[src/include/pse_front_pkg.sv]
package pse_front_pkg;
    // Fixed upper part of the seven-bit slave address
    localparam logic [2:0] ADDR_FIXED = 3'h2;
    // Number of power outputs
    localparam int NUM_PORTS = 4;
    // Reset values of held state
    localparam logic [7:0] SHIFT_RESET = 8'h00;
    localparam logic [3:0] EVENT_RESET = 4'h0;
    localparam logic [3:0] STRAP_RESET = 4'h0;
    localparam logic [2:0] BITCNT_RESET = 3'h0;
    // Synchroniser reset: clock and data idle high, selects and straps low
    localparam logic [7:0] PIN_SYNC_RESET = 8'hC0;
    // Address bit of the read/write flag
    localparam int RW_BIT = 0;
    // Cycles after reset release before straps are captured
    localparam logic [1:0] STRAP_SETTLE = 2'h3;
    // Slave protocol states
    typedef enum logic [2:0] {
        ST_IDLE, ST_ADDR, ST_ADDR_ACK, ST_DATA, ST_DATA_ACK, ST_READ, ST_READ_ACK
    } slave_state_t;
endpackage

[src/core/poe_pse_pin_host_front_end.sv]
// Operation
// RULE1: Mode input high selects hardware operation.
// RULE2: Undriven mode inputs default to low.
// RULE3: Midspan input high selects midspan behaviour.
// RULE4: Alert low while any enabled event pends.
// RULE5: Data sent on output, received on input.
// RULE6: Serial clock is input only.
// RULE7: Four straps form variable address part.
// RULE8: Ports powered only for valid devices.
// RULE9: Address is 010, straps 3..0, then R/W.
// RULE10: Alert changes only between transactions.
// RULE11: Host ties data lines, idles high.
// RULE12: Mode and midspan sampled at power-up.
// RULE13: Acknowledge only frames matching strapped address.
`timescale 1ns/1ps
`default_nettype none
module poe_pse_pin_host_front_end
(
    input wire logic ref_clk,
    input wire logic rst_n,
    input wire logic mode_sel,
    input wire logic mid_sel,
    input wire logic addr_strap_0,
    input wire logic addr_strap_1,
    input wire logic addr_strap_2,
    input wire logic addr_strap_3,
    input wire logic scl,
    input wire logic serial_data_in,
    output logic serial_data_out_oe,
    output logic serial_data_out,
    output logic alert_n_oe,
    output logic alert_n,
    input wire logic [pse_front_pkg::NUM_PORTS-1:0] pd_valid,
    input wire logic [pse_front_pkg::NUM_PORTS-1:0] port_event,
    input wire logic [pse_front_pkg::NUM_PORTS-1:0] port_power_req,
    output logic [pse_front_pkg::NUM_PORTS-1:0] port_power_en,
    output logic hw_mode,
    output logic midspan_mode
);
    import pse_front_pkg::*;

    ////////////////////////////////////////////////////////////////////////
    // Input synchronisers
    ////////////////////////////////////////////////////////////////////////
    // Pin bundle: scl, sda, mode, mid, straps 3..0
    wire logic [7:0] pin_raw;
    logic [7:0] pin_s1_r;
    logic [7:0] pin_s2_r;
    assign pin_raw = {scl, serial_data_in, mode_sel, mid_sel,
                      addr_strap_3, addr_strap_2, addr_strap_1, addr_strap_0};

    // Two stages; only the second stage is read by logic
    always_ff @(posedge ref_clk or negedge rst_n) begin
        if (!rst_n) begin
            pin_s1_r <= PIN_SYNC_RESET;
            pin_s2_r <= PIN_SYNC_RESET;
        end else begin
            pin_s1_r <= pin_raw;
            pin_s2_r <= pin_s1_r;
        end
    end

    wire logic scl_s;
    wire logic sda_s;
    assign scl_s = pin_s2_r[7];
    assign sda_s = pin_s2_r[6];

    ////////////////////////////////////////////////////////////////////////
    // Power-up strap capture
    ////////////////////////////////////////////////////////////////////////
    // Settle counter lets the synchronisers fill before capture
    logic [1:0] settle_r;
    logic captured_r;
    logic [3:0] strap_r;
    wire logic capture_now;
    assign capture_now = !captured_r && (settle_r == STRAP_SETTLE);

    // RULE12: sample once after reset
    always_ff @(posedge ref_clk or negedge rst_n) begin
        if (!rst_n) begin
            settle_r <= 2'h0;
            captured_r <= 1'b0;
            strap_r <= STRAP_RESET;
            hw_mode <= 1'b0;
            midspan_mode <= 1'b0;
        end else begin
            if (!captured_r && settle_r != STRAP_SETTLE) begin
                settle_r <= settle_r + 2'h1;
            end
            if (capture_now) begin
                captured_r <= 1'b1;
                // RULE7: four straps latched
                strap_r <= pin_s2_r[3:0];
                // RULE1: high means hardware mode
                // RULE2: low reset value matches pull-down default
                hw_mode <= pin_s2_r[5];
                // RULE3: high means midspan
                midspan_mode <= pin_s2_r[4];
            end
        end
    end

    ////////////////////////////////////////////////////////////////////////
    // Bus condition detection
    ////////////////////////////////////////////////////////////////////////
    logic scl_d_r;
    logic sda_d_r;
    always_ff @(posedge ref_clk or negedge rst_n) begin
        if (!rst_n) begin
            scl_d_r <= 1'b1;
            sda_d_r <= 1'b1;
        end else begin
            scl_d_r <= scl_s;
            sda_d_r <= sda_s;
        end
    end

    // RULE6: clock is observed, never driven
    wire logic scl_rise;
    wire logic scl_fall;
    wire logic start_cond;
    wire logic stop_cond;
    assign scl_rise = scl_s && !scl_d_r;
    assign scl_fall = !scl_s && scl_d_r;
    assign start_cond = scl_s && scl_d_r && sda_d_r && !sda_s;
    assign stop_cond = scl_s && scl_d_r && !sda_d_r && sda_s;

    ////////////////////////////////////////////////////////////////////////
    // Slave protocol engine
    ////////////////////////////////////////////////////////////////////////
    slave_state_t state_r;
    slave_state_t state_nxt;
    logic [7:0] shift_r;
    logic [2:0] bitcnt_r;
    logic busy_r;
    logic [7:0] rdata_r;
    // Second half of an acknowledge, or last read bit on the line; restarts on every state change
    logic phase_r;
    wire logic phase_set;
    wire logic phase_nxt;
    assign phase_set = (scl_fall && (state_r == ST_ADDR_ACK || state_r == ST_DATA_ACK))
                       || (scl_rise && state_r == ST_READ && bitcnt_r == 3'h7)
                       || (scl_rise && state_r == ST_READ_ACK && !sda_s);
    assign phase_nxt = (state_nxt == state_r) && (phase_r || phase_set);

    // RULE9: own address is 010 then straps
    wire logic [6:0] own_addr;
    wire logic addr_hit;
    wire logic [7:0] shift_in;
    assign own_addr = {ADDR_FIXED, strap_r};
    assign shift_in = {shift_r[6:0], sda_s};
    // RULE13: match on the full seven bits
    assign addr_hit = (shift_in[7:1] == own_addr);

    // Next state on clock edges
    always_comb begin
        state_nxt = state_r;
        case (state_r)
            ST_IDLE: state_nxt = ST_IDLE;
            ST_ADDR: begin
                if (scl_rise && bitcnt_r == 3'h7) begin
                    state_nxt = addr_hit ? ST_ADDR_ACK : ST_IDLE;
                end
            end
            ST_ADDR_ACK: begin
                if (scl_fall && phase_r) begin
                    state_nxt = shift_r[RW_BIT] ? ST_READ : ST_DATA;
                end
            end
            ST_DATA: begin
                if (scl_rise && bitcnt_r == 3'h7) begin
                    state_nxt = ST_DATA_ACK;
                end
            end
            ST_DATA_ACK: begin
                if (scl_fall && phase_r) begin
                    state_nxt = ST_DATA;
                end
            end
            ST_READ: begin
                if (scl_fall && phase_r) begin
                    state_nxt = ST_READ_ACK;
                end
            end
            ST_READ_ACK: begin
                // Master NACK ends the read; an ACK resumes only after the clock falls
                if (scl_rise && sda_s) begin
                    state_nxt = ST_IDLE;
                end else if (scl_fall && phase_r) begin
                    state_nxt = ST_READ;
                end
            end
            default: state_nxt = ST_IDLE;
        endcase
        if (start_cond) begin
            state_nxt = ST_ADDR;
        end else if (stop_cond) begin
            state_nxt = ST_IDLE;
        end
    end

    // Data and bit counting; read data returns port power status
    always_ff @(posedge ref_clk or negedge rst_n) begin
        if (!rst_n) begin
            state_r <= ST_IDLE;
            shift_r <= SHIFT_RESET;
            bitcnt_r <= BITCNT_RESET;
            busy_r <= 1'b0;
            rdata_r <= SHIFT_RESET;
            phase_r <= 1'b0;
        end else begin
            state_r <= state_nxt;
            phase_r <= phase_nxt;
            if (start_cond) begin
                busy_r <= 1'b1;
                bitcnt_r <= BITCNT_RESET;
            end else if (stop_cond) begin
                busy_r <= 1'b0;
            end else if (scl_rise && (state_r == ST_ADDR || state_r == ST_DATA || state_r == ST_READ)) begin
                shift_r <= shift_in;
                bitcnt_r <= bitcnt_r + 3'h1;
            end
            // Load read byte when entering a read byte
            if (state_nxt == ST_READ && state_r != ST_READ) begin
                rdata_r <= {4'h0, port_power_en};
                bitcnt_r <= BITCNT_RESET;
            end else if (scl_fall && state_r == ST_READ && bitcnt_r != 3'h0) begin
                rdata_r <= {rdata_r[6:0], 1'b0};
            end
        end
    end

    // RULE5: drive low only through the data output
    wire logic sda_low_nxt;
    // Pull waits for the clock fall: moving data with the clock high would fake a start or stop
    assign sda_low_nxt = ((state_r == ST_ADDR_ACK || state_r == ST_DATA_ACK) && phase_r)
                         || (state_r == ST_READ && !rdata_r[7]);
    // Open-drain: output held low, enable asserts the pull
    always_ff @(posedge ref_clk or negedge rst_n) begin
        if (!rst_n) begin
            serial_data_out_oe <= 1'b0;
            serial_data_out <= 1'b0;
        end else begin
            serial_data_out_oe <= sda_low_nxt;
            serial_data_out <= 1'b0;
        end
    end

    ////////////////////////////////////////////////////////////////////////
    // Events, alert and ports
    ////////////////////////////////////////////////////////////////////////
    logic [NUM_PORTS-1:0] event_r;
    wire logic event_any;
    assign event_any = |event_r;

    // Events latch while pending; new events win over clearing.
    // Clearing happens at the end of a write transaction.
    always_ff @(posedge ref_clk or negedge rst_n) begin
        if (!rst_n) begin
            event_r <= EVENT_RESET;
        end else if (stop_cond && state_r == ST_DATA) begin
            event_r <= port_event;
        end else begin
            event_r <= event_r | port_event;
        end
    end

    // RULE4: pull alert low for pending events
    // RULE10: update only while bus idle
    always_ff @(posedge ref_clk or negedge rst_n) begin
        if (!rst_n) begin
            alert_n_oe <= 1'b0;
            alert_n <= 1'b0;
        end else begin
            alert_n <= 1'b0;
            if (!busy_r) begin
                alert_n_oe <= event_any;
            end
        end
    end

    // RULE8: power gated by valid detection, one per port
    genvar gi;
    generate
        for (gi = 0; gi < NUM_PORTS; gi++) begin : g_port
            always_ff @(posedge ref_clk or negedge rst_n) begin
                if (!rst_n) begin
                    port_power_en[gi] <= 1'b0;
                end else begin
                    port_power_en[gi] <= pd_valid[gi] && (hw_mode || port_power_req[gi]);
                end
            end
        end
    endgenerate
endmodule // poe_pse_pin_host_front_end
`default_nettype wire

[config.mk]
export PLATFORM = sky130hd
export DESIGN_NAME = poe_pse_pin_host_front_end
export DESIGN_NICKNAME = d
export VERILOG_FILES = /design/src/include/pse_front_pkg.sv /design/src/core/poe_pse_pin_host_front_end.sv
export SDC_FILE = /design/constraint.sdc
export NUM_CORES = 1
export LEC_CHECK = 0
export BUFFER_PORTS_ARGS = -buffer_cell sky130_fd_sc_hd__buf_2
export CORE_MARGIN = 3
export CORE_UTILIZATION = 39
export CTS_CLUSTER_DIAMETER = 100
export CTS_CLUSTER_SIZE = 24
export DETAILED_ROUTE_END_ITERATION = 6
export HOLD_SLACK_MARGIN = 0.06
export SLEW_MARGIN = 25
export SYNTH_ARGS = -nofsm -noshare
export SYNTH_HDL_FRONTEND = slang
export SYNTH_SLANG_ARGS = --single-unit
[constraint.sdc]
create_clock -name ref_clk -period 2 [get_ports ref_clk]
set_clock_uncertainty 0.1 [all_clocks]
set_input_delay 0.1 -clock ref_clk [delete_from_list [all_inputs] [get_ports ref_clk]]
set_output_delay 0.1 -clock ref_clk [all_outputs]
set_load 0.02 [all_outputs]
# == Word-level counts from Yosys, hierarchy flattened ==
# Index checks and enable logic that the tools add are counted.
# totals
register_bits,60
inputBits,22
output_inout_bits,10
word_cells,115
# classes
add_sub_neg,2
n_eq_ne,14
muxes,21
n_bitwise,3
reduce_logical,53
# op_table
operator,n
two-way mux 3 bit,14
logical AND 1 bit,29
case mux 3 bit (6 select lines),1
two-way mux 8 bit,2
"equality test 3 bit, second input constant",5
logical OR 1 bit,11
equality test 7 x 6 -> 1 bit,1
"equality test 3 x 2 -> 1 bit, second input constant",2
zero test 1 bit,6
nonzero test 3 bit,2
two-way mux 4 bit,1
bitwise OR 4 bit,1
nonzero test 2 bit,2
OR reduction 4 bit,1
"adder 3 x 1 -> 3 bit, second input constant",1
"equality test 3 x 1 -> 1 bit, second input constant",1
equality test 3 bit,1
"!= test 3 x 2 -> 1 bit, second input constant",1
"!= test 3 bit, second input constant",1
AND reduction 3 bit,1
"adder 2 x 1 -> 2 bit, second input constant",1
"equality test 2 bit, second input constant",1
two-way mux 1 bit,2
two-way mux 2 bit,1
3 further kinds,4

# == Logic depth before layout (Yosys ltp) ==
# logic_depth
ltp_word,12
ltp_mapped,8

# == Worst setup path before layout ==
# No wires, ideal clock.
# synth_path
path_type,flip-flop to flip-flop
startpoint,register scl_d_r
endpoint,register rdata_r[1]
setup_time_ps,125
arrival_ps,1891
slack_ps,-116
path_stages_with_launch,8
path_buffers,2
period_less_slack_ps,2116
path_cell_list,dfstp_2 -> clkbuf_2 -> and4bb_2 -> mux2i_1 -> a31oi_2 -> and3_1 -> buf_6 -> mux2_4
# synth_between
elab_chain_len,10
# synth_lines
element,line,source
from (decl),poe_pse_pin_host_front_end.sv:106,logic scl_d_r;
from (signal assigned),poe_pse_pin_host_front_end.sv:113,scl_d_r <= scl_s;
logical AND 1 bit / zero test 1 bit (equally long branches),"poe_pse_pin_host_front_end.sv:124, poe_pse_pin_host_front_end.sv:123",
"logical AND 1 bit, on equally long branches",n/a,
two-way mux 3 bit (tied with other cells),poe_pse_pin_host_front_end.sv:189,end else if (scl_fall && phase_r) begin
"two-way mux 3 bit, on equally long branches","poe_pse_pin_host_front_end.sv:187, poe_pse_pin_host_front_end.sv:161, poe_pse_pin_host_front_end.sv:171",
case mux 3 bit (6 select lines),poe_pse_pin_host_front_end.sv:158,case (state_r)
two-way mux 3 bit,poe_pse_pin_host_front_end.sv:197,end else if (stop_cond) begin
two-way mux 3 bit *,poe_pse_pin_host_front_end.sv:195,if (start_cond) begin
net state_nxt[2],poe_pse_pin_host_front_end.sv:132,slave_state_t state_nxt;
equality test 3 bit *,poe_pse_pin_host_front_end.sv:224,if (state_nxt == ST_READ && state_r != ST_READ) begin
logical AND 1 bit *,poe_pse_pin_host_front_end.sv:224,
two-way mux 8 bit / nonzero test 2 bit (equally long branches),n/a,
to (signal assigned),poe_pse_pin_host_front_end.sv:225,"rdata_r <= {4'h0, port_power_en};"
to (signal assigned),poe_pse_pin_host_front_end.sv:228,"rdata_r <= {rdata_r[6:0], 1'b0};"
to (decl),poe_pse_pin_host_front_end.sv:136,logic [7:0] rdata_r;
# Mark *: on every way through the listed nets, which the timed path passes. The rest lies on a longest branch.
# A chain may end at the register's enable or synchronous reset.

# == Worst setup path in the final report ==
# layout_path
startpoint,register bitcnt_r[0]
endpoint,register rdata_r[3]
# layout_between
elab_chain_len,9
# layout_lines
element,line,source
from (decl),poe_pse_pin_host_front_end.sv:134,logic [2:0] bitcnt_r;
from (signal assigned),poe_pse_pin_host_front_end.sv:221,bitcnt_r <= bitcnt_r + 3'h1;
equality test 3 bit,"poe_pse_pin_host_front_end.sv:161, poe_pse_pin_host_front_end.sv:171",
logical AND 1 bit,"poe_pse_pin_host_front_end.sv:161, poe_pse_pin_host_front_end.sv:171",
"two-way mux 3 bit, on equally long branches","poe_pse_pin_host_front_end.sv:171, poe_pse_pin_host_front_end.sv:161",
case mux 3 bit (6 select lines),poe_pse_pin_host_front_end.sv:158,
two-way mux 3 bit,poe_pse_pin_host_front_end.sv:197,
two-way mux 3 bit,poe_pse_pin_host_front_end.sv:195,
equality test 3 bit,poe_pse_pin_host_front_end.sv:224,
logical AND 1 bit,poe_pse_pin_host_front_end.sv:224,
two-way mux 8 bit / nonzero test 2 bit (equally long branches),n/a,
# Parallel ways exist; a longest one is shown, timed or not.

==> reports/qor.yml <==
power_and_ir_drop:
  p_sw_uw: 631
  power_uw: 2720
  p_clk_frac: 0.441
  seq_power_share: 0.481
  p_comb_frac: 0.077
  ir_drop_v: 0.000579
  p_sw_frac: 0.232
  p_int_uw: 2090
  power_density_mw_per_mm2: 766
  p_leak_uw: 0.00163
logic_synthesis:
  synth_seq_cells: 60
  netlist_area_sq_mm: 0.00261
  ys_async_sr_fraction: 1.00
  synth_top_cells_by_area: "dfrtp_1 52%, mux2_2 7.8%, dfstp_2 6.0%"
  synth_flop_cell: "dfrtp_1"
  synthCells: 207
  synth_top_area_frac: 0.517
  ys_types: 57
  yosysTopAreaCell: "dfrtp_1"
  synth-edff-count: 0
  seq_area_frac_synth: 0.577
  synth_warnings: 0
  synth_area_per_cell_sq_um: 12.6
hold_path:
  hp-class: "primary input to asynchronous set/reset pin"
floorplan:
  initial_core_util: 0.407
  ios: 32
  dieWidth_um: 87.9
  rows: 29
  die-area_sq_mm: 0.00772
  die_h_um: 87.9
  core_area_sq_mm: 0.00642
worst_setup_path:
  crit_path_end_kind: "flop"
  crit_start: "bitcnt_r[0]"
  r2r_start: "bitcnt_r[0]"
  crit_fanout: 5
  crit_type: "flop to flop"
  cp.required_ns: 2.13
  r2r-end: "rdata_r[3]"
  arrival_ns: 2.08
  reg2reg_depth: 8
  r2r_slack_ns: 0.05
  critPathSlowestCell: "dfrtp_1"
  path_cells: "ha_2 -> ha_4 -> nand3b_1 -> buf_4 -> a22oi_2 -> nand2_1 -> and3_4 -> mux2_4"
  cp-endpoint: "rdata_r[3]"
  slowest_delay_ns: 0.37
  cp-start-kind: "flop"
global_route:
  track_usage: 0.155
  globalRouteOverflowTotal: 0
  antenna_found_initial: 0
  grt_pass1_vias: 1983
  grt_pass1_wl_mm: 8.96
  grt_max_degree: 40
detailed_routing:
  dr.pass1.iters: 6
  vias: 1877
  drc: 0
  drtAntennaViolNets: 0
  wirelength_mm: 5.24
  wire_per_inst_um: 14.0
  via_per_inst: 5.01
  drt_iter0_markers: 85
timing:
  rsz0062_at_grt: "true"
  period_share: 0.976
  relSlewSlack: 0.648
  tightest_slew_ns: 0.528
  hold_viol: 0
  fmax_ghz: 0.512
  fin_hold_ws_ns: 0.170
  setup_violations: 0
  layout_min_cycle_time_ns: 1.95
  fin_ws_ns: 0.0483
  finalMaxSlewViolations: 0
clocking:
  h-tree-depth: 3
  clock-sinks: 60
  cts_made_buffers: 9
  cts_tree: "done"
  cts-root-buf: "clkbuf_8"
  clk_latency_ns: 0.34
  cts_buffer_depth: 2
  clkSlewWorstSetupHoldPaths_ns: 0.07
job:
  drv_cap: 0
final_layout:
  fin_nets: 319
  multi_input_area_sq_mm: 0.00106
  finalInstanceArea_sq_mm: 0.00355
  area_growth_pct: 35.8
  fillCellCount: 550
  drive_above_1_share: 0.403
  layout.cells.non_filler: 375
  antennaDiodeCount: 0
  ff_latch_area_sq_mm: 0.00151
placed_design:
  place.gp.congestion: 0.969
  dpl.cell_count: 327
  place_ws_ns: -0.0603
  port_buffers: 29
  place_area_sq_mm: 0.00299
  hpwlAfterDp_mm: 3.55
status:
  outcome: "finished, final reports clean"
-- how the worst min path moves through the flow --
stage | from | endpoint | slack, ns | cells past startpoint
after detailed placement | rst_n | rdata_r[3] | 0.01 | 1
after floorplan | rst_n | alert_n_oe | -0.30 | 0
after global routing | rst_n | rdata_r[3] | 0.21 | 2
after global placement | rst_n | rdata_r[3] | 0.004 | 1
final | rst_n | rdata_r[3] | 0.17 | 2
after CTS | rst_n | rdata_r[3] | 0.18 | 2
-- cells by family after synthesis --
| group | after synthesis | share of synthesized area |
|---|---|---|
| DFF | 60 | 0.577 |
| and+or+nand+nor | 60 | 0.141 |
| AOI/OAI and AO/OA | 32 | 0.0905 |
| muxes | 27 | 0.118 |
| buffers and inverters | 18 | 0.0364 |
| xor gates and xnor gates | 5 | 0.0168 |
| adders and majority gates | 4 | 0.0191 |
| other | 1 | 0.00143 |
-- Yosys cell counts (2+ instances only) --
cell      instances
dfrtp_1          54
mux2_2           18
nor2_1           15
inv_1             8
nand2_1           8
nor2b_1           7
dfstp_2           6
mux2i_1           6
a21o_1            5
o21ai_0           5
ha_1              4
nand3_1           4
o21a_1            4
xnor2_1           4
a31oi_1           3
and3b_1           3
buf_2             3
mux2_4            3
a21oi_1           2
and4b_1           2
buf_4             2
buf_6             2
nand3b_1          2
nand4b_1          2
nor3_2            2
or3_1             2
-- routing by layer --
layer  GRT usage  part of all wire  vias up
met4      0.0725             0.024        0
met2       0.255              0.49       41
met3      0.0536             0.038        8
met5           0                 0        -
met1       0.183              0.45      919
li1            -                 -      909
-- sequential cells by signal (all words and copies together) (netlist names) --
name                cells
state_r                 3
bitcnt_r                3
phase_r                 1
settle_r                2
midspan_mode            1
pin_s1_r                8
strap_r                 4
event_r                 4
sda_d_r                 1
busy_r                  1
captured_r              1
shift_r                 7
pin_s2_r                8
port_power_en           4
alert_n_oe              1
serial_data_out_oe      1
scl_d_r                 1
rdata_r                 8
hw_mode                 1
-- through the flow --
stage,utilization,TNS [ns]
detailed placement,0.466,-0.0753
global placement,0.466,0
global route,0.553,-0.283
finish,0.553,0
floorplan,-,-0.174
CTS,0.541,0
-- layout by cell type (no fill, tap or decap), types with 3 or more instances in the layout --
cell type,count
a21o_1,5
a31oi_1,3
and3b_1,3
buf_2,29
buf_4,32
clkbuf_8,9
dfrtp_1,51
dfrtp_2,3
dfstp_2,6
dlygate4sd3_1,21
inv_1,8
mux2_2,17
mux2_4,4
mux2i_1,6
nand2_1,8
nand3_1,4
nor2_1,15
nor2b_1,7
o21a_1,4
o21ai_0,4
xnor2_1,4
-- critical path: cells and delay by family (launching register included) --
| family | cells | cell delay (ns) |
|---|---|---|
| buf+inv | 1 | 0.15 |
| fa+ha+maj | 2 | 0.32 |
| simple gates | 3 | 0.42 |
| flops | 1 | 0.37 |
| mux | 1 | 0.30 |
| compound gates | 1 | 0.18 |
-- cell type report --
class | instances | area share
Sequential cell | 60 | 0.426
Multi-Input combinational cell | 130 | 0.299
Timing Repair Buffer | 84 | 0.177
Clock buffer | 9 | 0.0349
Clock inverter | 7 | 0.0278
Tap cell | 77 | 0.0271
Inverter | 8 | 0.00846
-- what timing repair did --
item                                    in CTS  in global routing
setup buffers                                6                  5
gates resized for setup                      3                 10
hold buffers                                21                  0
hold endpoints to repair                    43                  0
pin swaps                                    3                  9
endpoints found under the setup margin       3                 13
-- power by group through the flow --
stage	combinational (uW)	clock [uW]	sequential, uW
2_1_floorplan	79.0	0	1330
3_3_place_gp	163	0	1330
3_5_place_dp	167	0	1330
4_1_cts	205	1240	1310
5_1_grt	234	1300	1310
6_report	210	1200	1310
Note: power is estimated with default switching activity, not from simulation.
